## src/design/swes_regs.vh

```
`ifndef SWES_REGS_VH
`define SWES_REGS_VH
// ----------------------------------------
// Register offsets (12-bit linear address)
// ----------------------------------------
`define SWES_ADDR_W 12
`define SWES_OFF_GATE_SEL 12'hF0D
`define SWES_OFF_P3_SEL 12'hF0E
`define SWES_OFF_REF_STAT 12'hF10
`define SWES_OFF_CTRL 12'hF11
`define SWES_OFF_IRQ_STAT 12'hF12
`define SWES_OFF_IRQ_EN 12'hF13
`define SWES_OFF_IRQ_CLR 12'hF14
// ----------------------------------------
// Field positions
// ----------------------------------------
`define SWES_GSEL_LSB 2
`define SWES_GSEL_MSB 4
`define SWES_LEVEL_BIT 6
`define SWES_P3SEL_MSB 3
// ----------------------------------------
// Reference status codes
// ----------------------------------------
`define SWES_REF_NONE 2'h0
`define SWES_REF_READ 2'h1
`define SWES_REF_WRITE 2'h2
// ----------------------------------------
// Reset values
// ----------------------------------------
`define SWES_RST_GATE_SEL 8'h00
`define SWES_RST_P3_SEL 4'h0
`define SWES_RST_REF 4'h0
`define SWES_RST_IRQ 3'h0
// ----------------------------------------
// Interrupt status bits
// ----------------------------------------
`define SWES_IRQ_GATE 0
`define SWES_IRQ_P3 1
`define SWES_IRQ_WAKE 2
`endif

```

## src/design/swes_top.v

```verilog
// What this block does
// - Bits 4:2 of the gate select register pick the gate source, and 000 picks none.
// - Gate choices are NAND/NOR of port 2 and port 3 pin groups, optionally with port 0 pins.
// - A wake event rises when the gate output equals the level bit 6.
// - Output pins and pins chosen in the first select register are left out of the gates.
// - Several sources may be active and any one of them wakes the device.
// - Bits 3:0 of the port 3 select register enable port 3 pins 3:0 as wake sources.
// - With no reference, an enabled port 3 pin wakes while it reads zero.
// - Each port 3 read or write after enabling latches the value as the reference.
// - With a reference, an enabled pin wakes while it differs from that reference.
// - The reference status reads 01 after a port read and 10 after a port write.
// - Writing 00 to the reference status restores the compare-with-zero behaviour.
// - Bits 7:4 of the port 3 select register read zero and ignore writes.
// - Both select registers keep their contents across a stop recovery.
// - A qualifying wake event brings the device out of stop mode.
//
// Strobed register access was chosen for this implementation.
`include "swes_regs.vh"

module swes_top (
   // Clock and reset
   input wire ref_clk,
   input wire rst,
   // Register port
   input wire [11:0] reg_addr,
   input wire [7:0] reg_wdata,
   input wire reg_wr,
   input wire reg_rd,
   output reg [7:0] reg_rdata,
   // Port pins and configuration
   input wire [7:0] port0_pins,
   input wire [7:0] port2_pins,
   input wire [7:0] port3_pins,
   input wire [7:0] port0_is_output,
   input wire [7:0] port2_is_output,
   input wire [7:0] port3_is_output,
   input wire [7:0] wake_pin_select_first,
   // Port 3 data register accesses
   input wire port3_rd,
   input wire port3_wr,
   input wire [7:0] port3_rd_data,
   input wire [7:0] port3_wr_data,
   // Stop mode
   input wire stop_mode,
   input wire other_wake,
   output reg stop_mode_recovery,
   output wire wake_event,
   output wire irq
);
   reg [7:0] gate_sel_reg;
   reg [3:0] p3_sel_reg;
   reg [2:0] irq_stat_reg;
   reg [2:0] irq_en_reg;
   wire gate_hit;
   wire [3:0] p3_hit;
   wire [1:0] ref_stat;

   // ----------------------------------------
   // Register writes
   // ----------------------------------------
   // Only rst clears these; a stop recovery leaves them alone
   always @(posedge ref_clk or posedge rst) begin
      if (rst) begin
         gate_sel_reg <= `SWES_RST_GATE_SEL;
         p3_sel_reg <= `SWES_RST_P3_SEL;
         irq_en_reg <= `SWES_RST_IRQ;
      end else if (reg_wr) begin
         case (reg_addr)
            `SWES_OFF_GATE_SEL: gate_sel_reg <= reg_wdata;
            `SWES_OFF_P3_SEL: p3_sel_reg <= reg_wdata[3:0];
            `SWES_OFF_IRQ_EN: irq_en_reg <= reg_wdata[2:0];
            default: ;
         endcase
      end
   end

   // ----------------------------------------
   // Wake sources
   // ----------------------------------------
   // Port 2 pins taken by the first select register are dropped
   swes_gate_sel u_gate (
      .p0_in(port0_pins),
      .p2_in(port2_pins),
      .p3_in(port3_pins),
      .p0_ign(port0_is_output),
      .p2_ign(port2_is_output | wake_pin_select_first),
      .p3_ign(port3_is_output | {4'h0, p3_sel_reg}),
      .sel(gate_sel_reg[`SWES_GSEL_MSB:`SWES_GSEL_LSB]),
      .level(gate_sel_reg[`SWES_LEVEL_BIT]),
      .hit(gate_hit)
   );

   swes_p3_ref u_p3 (
      .ref_clk(ref_clk),
      .rst(rst),
      .p3_pins(port3_pins[3:0]),
      .enable(p3_sel_reg & ~port3_is_output[3:0]),
      .p3_rd(port3_rd),
      .p3_wr(port3_wr),
      .p3_rd_val(port3_rd_data[3:0]),
      .p3_wr_val(port3_wr_data[3:0]),
      .stat_wr(reg_wr && reg_addr == `SWES_OFF_REF_STAT),
      .stat_val(reg_wdata[3:2]),
      .ref_stat_reg(ref_stat),
      .hit(p3_hit)
   );

   assign wake_event = gate_hit | (|p3_hit) | other_wake;

   // ----------------------------------------
   // Stop mode exit
   // ----------------------------------------
   always @(posedge ref_clk or posedge rst) begin
      if (rst) begin
         stop_mode_recovery <= 1'b0;
      end else begin
         stop_mode_recovery <= stop_mode & wake_event;
      end
   end

   // ----------------------------------------
   // Interrupt status
   // ----------------------------------------
   wire [2:0] irq_set = {stop_mode & wake_event, |p3_hit, gate_hit};
   wire [2:0] irq_clr = (reg_wr && reg_addr == `SWES_OFF_IRQ_CLR) ? reg_wdata[2:0] : 3'h0;

   // Set wins over a clear in the same cycle
   always @(posedge ref_clk or posedge rst) begin
      if (rst) begin
         irq_stat_reg <= `SWES_RST_IRQ;
      end else begin
         irq_stat_reg <= (irq_stat_reg & ~irq_clr) | irq_set;
      end
   end

   assign irq = |(irq_stat_reg & irq_en_reg);

   // ----------------------------------------
   // Register reads
   // ----------------------------------------
   // Reserved bits read as zero, which meets the undefined allowance
   always @(posedge ref_clk or posedge rst) begin
      if (rst) begin
         reg_rdata <= 8'h00;
      end else if (reg_rd) begin
         case (reg_addr)
            `SWES_OFF_GATE_SEL: reg_rdata <= {1'b0, gate_sel_reg[6], 1'b0,
                                              gate_sel_reg[4:2], 2'h0};
            `SWES_OFF_P3_SEL: reg_rdata <= {4'h0, p3_sel_reg};
            `SWES_OFF_REF_STAT: reg_rdata <= {4'h0, ref_stat, 2'h0};
            `SWES_OFF_CTRL: reg_rdata <= {6'h00, stop_mode_recovery, wake_event};
            `SWES_OFF_IRQ_STAT: reg_rdata <= {5'h00, irq_stat_reg};
            `SWES_OFF_IRQ_EN: reg_rdata <= {5'h00, irq_en_reg};
            default: reg_rdata <= 8'h00;
         endcase
      end else begin
         reg_rdata <= 8'h00;
      end
   end
endmodule // swes_top

```

## src/design/swes_gate_sel.v

```verilog
`include "swes_regs.vh"

module swes_gate_sel (
   // Pins and masks
   input wire [7:0] p0_in,
   input wire [7:0] p2_in,
   input wire [7:0] p3_in,
   input wire [7:0] p0_ign,
   input wire [7:0] p2_ign,
   input wire [7:0] p3_ign,
   // Control
   input wire [2:0] sel,
   input wire level,
   // Result
   output reg hit
);
   // ----------------------------------------
   // Masked gates
   // ----------------------------------------
   // Ignored pins become neutral: 1 for NAND terms, 0 for NOR terms
   function and_of;
      input [7:0] v;
      input [7:0] use_m;
      input [7:0] ign;
      begin
         and_of = &(v | ~use_m | ign);
      end
   endfunction

   function or_of;
      input [7:0] v;
      input [7:0] use_m;
      input [7:0] ign;
      begin
         or_of = |(v & use_m & ~ign);
      end
   endfunction

   wire a2 = and_of(p2_in, 8'h0F, p2_ign);
   wire o2 = or_of(p2_in, 8'h0F, p2_ign);
   wire a3 = and_of(p3_in, 8'h0E, p3_ign);
   wire o3 = or_of(p3_in, 8'h0E, p3_ign);
   wire a0 = and_of(p0_in, 8'h81, p0_ign);
   wire o0 = or_of(p0_in, 8'h81, p0_ign);
   wire a2l = and_of(p2_in, 8'h07, p2_ign);
   reg g;

   always @* begin
      g = 1'b0;
      hit = 1'b0;
      case (sel)
         3'h1: g = ~a2;
         3'h2: g = ~o2;
         3'h3: g = ~a3;
         3'h4: g = ~o3;
         3'h5: g = ~(o3 | o0);
         3'h6: g = ~(a3 & a0);
         3'h7: g = ~(a3 & a2l);
         default: g = 1'b0;
      endcase
      if (sel != 3'h0) begin
         hit = (g == level);
      end
   end
endmodule // swes_gate_sel

```

## src/design/swes_p3_ref.v

```verilog
`include "swes_regs.vh"

module swes_p3_ref (
   // Clock and reset
   input wire ref_clk,
   input wire rst,
   // Port 3 access
   input wire [3:0] p3_pins,
   input wire [3:0] enable,
   input wire p3_rd,
   input wire p3_wr,
   input wire [3:0] p3_rd_val,
   input wire [3:0] p3_wr_val,
   // Status clear
   input wire stat_wr,
   input wire [1:0] stat_val,
   // Results
   output reg [1:0] ref_stat_reg,
   output wire [3:0] hit
);
   reg [3:0] ref_val_reg;

   // ----------------------------------------
   // Reference latch
   // ----------------------------------------
   // A live access beats a software write to the status field
   always @(posedge ref_clk or posedge rst) begin
      if (rst) begin
         ref_val_reg <= `SWES_RST_REF;
         ref_stat_reg <= `SWES_REF_NONE;
      end else if (|enable && p3_wr) begin
         ref_val_reg <= p3_wr_val;
         ref_stat_reg <= `SWES_REF_WRITE;
      end else if (|enable && p3_rd) begin
         ref_val_reg <= p3_rd_val;
         ref_stat_reg <= `SWES_REF_READ;
      end else if (stat_wr && stat_val == `SWES_REF_NONE) begin
         ref_stat_reg <= `SWES_REF_NONE;
      end
   end

   // Default wakes on a low pin: comparing with all ones flags a zero
   wire [3:0] cmp = (ref_stat_reg == `SWES_REF_NONE) ? 4'hF : ref_val_reg;
   assign hit = enable & (p3_pins ^ cmp);
endmodule // swes_p3_ref

```

## config.mk

```make
export PLATFORM = sky130hd
export DESIGN_NAME = swes_top
export DESIGN_NICKNAME = d
export VERILOG_FILES = /design/src/design/swes_top.v /design/src/design/swes_gate_sel.v /design/src/design/swes_p3_ref.v
export VERILOG_INCLUDE_DIRS = /design/src /design/src/design
export SDC_FILE = /design/constraint.sdc
export NUM_CORES = 1
export LEC_CHECK = 0
export ABC_AREA = 1
export BUFFER_PORTS_ARGS = -buffer_cell sky130_fd_sc_hd__buf_2
export CAP_MARGIN = 10
export CELL_PAD_IN_SITES_DETAIL_PLACEMENT = 1
export CELL_PAD_IN_SITES_GLOBAL_PLACEMENT = 2
export CORE_ASPECT_RATIO = 1.2
export CORE_MARGIN = 10
export CORE_UTILIZATION = 21
export CTS_CLUSTER_DIAMETER = 40
export DETAILED_ROUTE_END_ITERATION = 10
export PLACE_DENSITY = 0.85
export SYNTH_ARGS = -nofsm -noshare
export SYNTH_HDL_FRONTEND = slang
export SYNTH_SLANG_ARGS = --single-unit
```

## constraint.sdc

```tcl
create_clock -name ref_clk -period 1.6 [get_ports ref_clk]
set_input_delay 0.24 -clock ref_clk [delete_from_list [all_inputs] [get_ports ref_clk]]
set_output_delay 0.24 -clock ref_clk [all_outputs]
set_load 0.01 [all_outputs]
```

==> run summary <==
Placement Setup Slack - -0.147 ns
GRT overflow - 0
Cell Pwr Density - 534 mW/mm^2
register area share after synthesis - 36.9%
GRT met2 Usage - 18.4%
buffers and inverters on the worst path - 5
# DRC - 0
core area - 0.00856 mm^2
Reg clk slew, reported paths - 0.10 ns
crit-path cells - inv_2, nand3_1, nand2_1, nor2_2, nand2_1, nand2_1, nor2_2, nand4_1, nand3_4, nand2_4, buf_4, buf_6, buf_6, buf_6, nand2_4, a21oi_2
Hold Slack - 0.00814 ns
final setup violation count - 9
Hold Crit Class - primary input to asynchronous set/reset pin
n_diodes - 0
Sequential Power Share - 51.9%
Cells after Synth - 257
number of I/O port buffers - 66
Die H - 122 um
max cap viols - 0
CTS tree - built
slowest CP cell - dfrtp_1
initial core utilization - 21.4%
pin count of the biggest net entering global routing - 28
Sw Pwr - 0.392 mW
M3 GR Usage - 2.57%
Inserted Clock Buffers - 3
area post-placement - 0.00237 mm^2
CP Data Arrival Time - 2.04 ns
Synth top area share - 36.9%
area leader, netlist - dfrtp_1
fill count - 1095
nets - 450
Post-Route WL - 6250 um
vias in the first global route - 2221
routing usage on met1 - 10.1%
crit start category - register
die area - 0.0129 mm^2
Net Sw Frac - 28.1%
Cell Rows - 37
CP Class - register to register
Peak supply drop - 0.000262 V
syn_area_per_cell - 7.13 um^2
Most flops, register - reg_rdata
crit end category - register
Final Instance Count excl. Fillers - 466
most common cell after layout, fill and taps aside - buf_2
synthesized flop and latch total - 27
Avg WL per Cell - 13.4 um
Max Slew Vio Count - 0
1st-pass router iterations - 4
area of the multi-input gates - 0.00102 mm^2
Finished Cell Area - 0.00261 mm^2
Max stage delay on crit path - 0.40 ns
Synth warnings - 0
CTS H-Tree Depth - 1
clock latency on the worst-skew pair - 0.28 ns
failing checks - setup timing
Critical Path RT - 1.76 ns
first-pass GRT wire length - 10300 um
post-layout min period - 1.88 ns
placed cell count - 449
clock skew - 0.00553 ns
via/cell ratio - 4.26
initial antenna violation count - 0
placed wire-length estimate - 5320 um
run status - finished, violations left
synth unique cells - 32
Root Buffer - clkbuf_8
Syn-to-layout area delta - 42.6%
leak pwr - 1.34 nW
Final Hold Fails - 0
All-Layer GR Usage - 9.66%
Area contributors post-synth - dfrtp_1, nand2_1, inv_1, nand3_1, nor2_1
register area - 677 um^2
io pins - 111
1st-iter DRT viols - 87
RSZ-0062 raised after global routing - yes
CP max FO - 4
Final ANT Viol Nets - 0
flop2flop setup slack - -0.28 ns
Comb pwr share - 19.6%
CTS max path bufs - 2
FMAX - 0.532 GHz
GRT Max-Usage Layer - met2
max reg flops - 6
setup ws final - -0.280 ns
clock share of power - 28.5%
die width - 105 um
Post-Syn Area - 0.00183 mm^2
cell family contributing the most delay on the critical path - simple AND/OR/NAND/NOR gates
CTS Sinks - 27
final period utilization - 118%
vias post-DR - 1984
gp weighted congestion - 0.812
most frequent cells in the layout - buf_2, nand2_1, inv_1
fraction of layout cells with a size suffix above 1 - 41.0%
Int Pwr - 1.00 mW
final cells by class:
class | count | area share [%]
sequential | 27 | 25.9
timing repair buffer | 89 | 19.9
clock inverter | 1 | 0.191
multi-input combinational | 176 | 39.1
clock buffer | 3 | 1.58
inverter | 53 | 7.75
tap | 117 | 5.60
timing repair:
action                                  in CTS  in global routing
gates resized for setup                     13                 14
hold buffers                                 0                  0
pin swaps                                    7                  3
endpoints found under the setup margin       4                 11
setup buffers                                6                  7
kinds of logic after synthesis:
kind of cell,count (synthesis),synth area share (%)
other cells,1,0.205
mux,2,1.64
flops,27,36.9
simple gates,128,35.8
buf+inv,55,11.7
compound gates,44,13.7
worst reg2reg max path, cell delays in order (launching register included):
cell	delay [ns]
dfrtp_1	0.40
inv_2	0.09
nand3_1	0.08
nand2_1	0.09
nor2_2	0.04
nand2_1	0.05
nand2_1	0.06
nor2_2	0.09
nand4_1	0.14
nand3_4	0.13
nand2_4	0.06
buf_4	0.13
buf_6	0.10
buf_6	0.10
buf_6	0.11
nand2_4	0.05
a21oi_2	0.05
cells in the mapped netlist:
cell,count
o21ai_1,12
nand3_1,25
o2bb2ai_1,1
or2_1,1
nand3b_1,1
nand3_2,2
nor3_2,3
mux2_4,2
nor2_2,4
a221oi_1,1
o22ai_1,7
clkinv_2,1
nand2_1,46
o21ai_0,14
or3_4,1
nor4_4,1
nand4_1,4
nor2_1,27
nand2_2,4
inv_1,41
o21ai_2,2
a21oi_2,1
inv_2,11
a31oi_1,1
dfrtp_1,27
nand2_4,4
nand4_4,1
nor3_1,4
a21oi_1,4
buf_4,2
conb_1,1
o211ai_1,1
power by group through the flow:
stage	clock, mW	combinational (mW)	sequential [mW]
4_1_cts	0.404	0.271	0.725
3_3_place_gp	0	0.248	0.733
2_1_floorplan	0	0.122	0.732
3_5_place_dp	0	0.256	0.736
6_report	0.398	0.273	0.724
5_1_grt	0.451	0.313	0.728
routing by layer:
layer,wire [um],vias up
met4,102,0
met2,3390,38
met1,2400,928
li1,-,1009
met5,0,-
met3,360,9
path summary, 6_finish.rpt:
path,start,to,depth (start not counted)
max reg2reg,p3_sel_reg[1]$_DFFE_PP0P_,reg_rdata[0]$_DFF_PP0_,16
max in group asynchronous,rst,gate_sel_reg[3]$_DFFE_PP0P_,3
min,rst,irq_en_reg[2]$_DFFE_PP0P_,3
max,p3_sel_reg[1]$_DFFE_PP0P_,reg_rdata[0]$_DFF_PP0_,16
min in group ref_clk,reg_wdata[4],gate_sel_reg[4]$_DFFE_PP0P_,2
min reg2reg,p3_sel_reg[0]$_DFFE_PP0P_,p3_sel_reg[0]$_DFFE_PP0P_,2
through the flow:
step	util, %	power [mW]	setup TNS, ns
final	30.5	1.40	-1.20
after global routing	30.5	1.49	-2.51
after CTS	29.2	1.40	-1.09
after detailed placement	27.7	0.992	-0.535
after global placement	27.7	0.981	-0.318
after floorplan	-	0.854	0
Note: power is estimated with default switching activity, not from simulation.
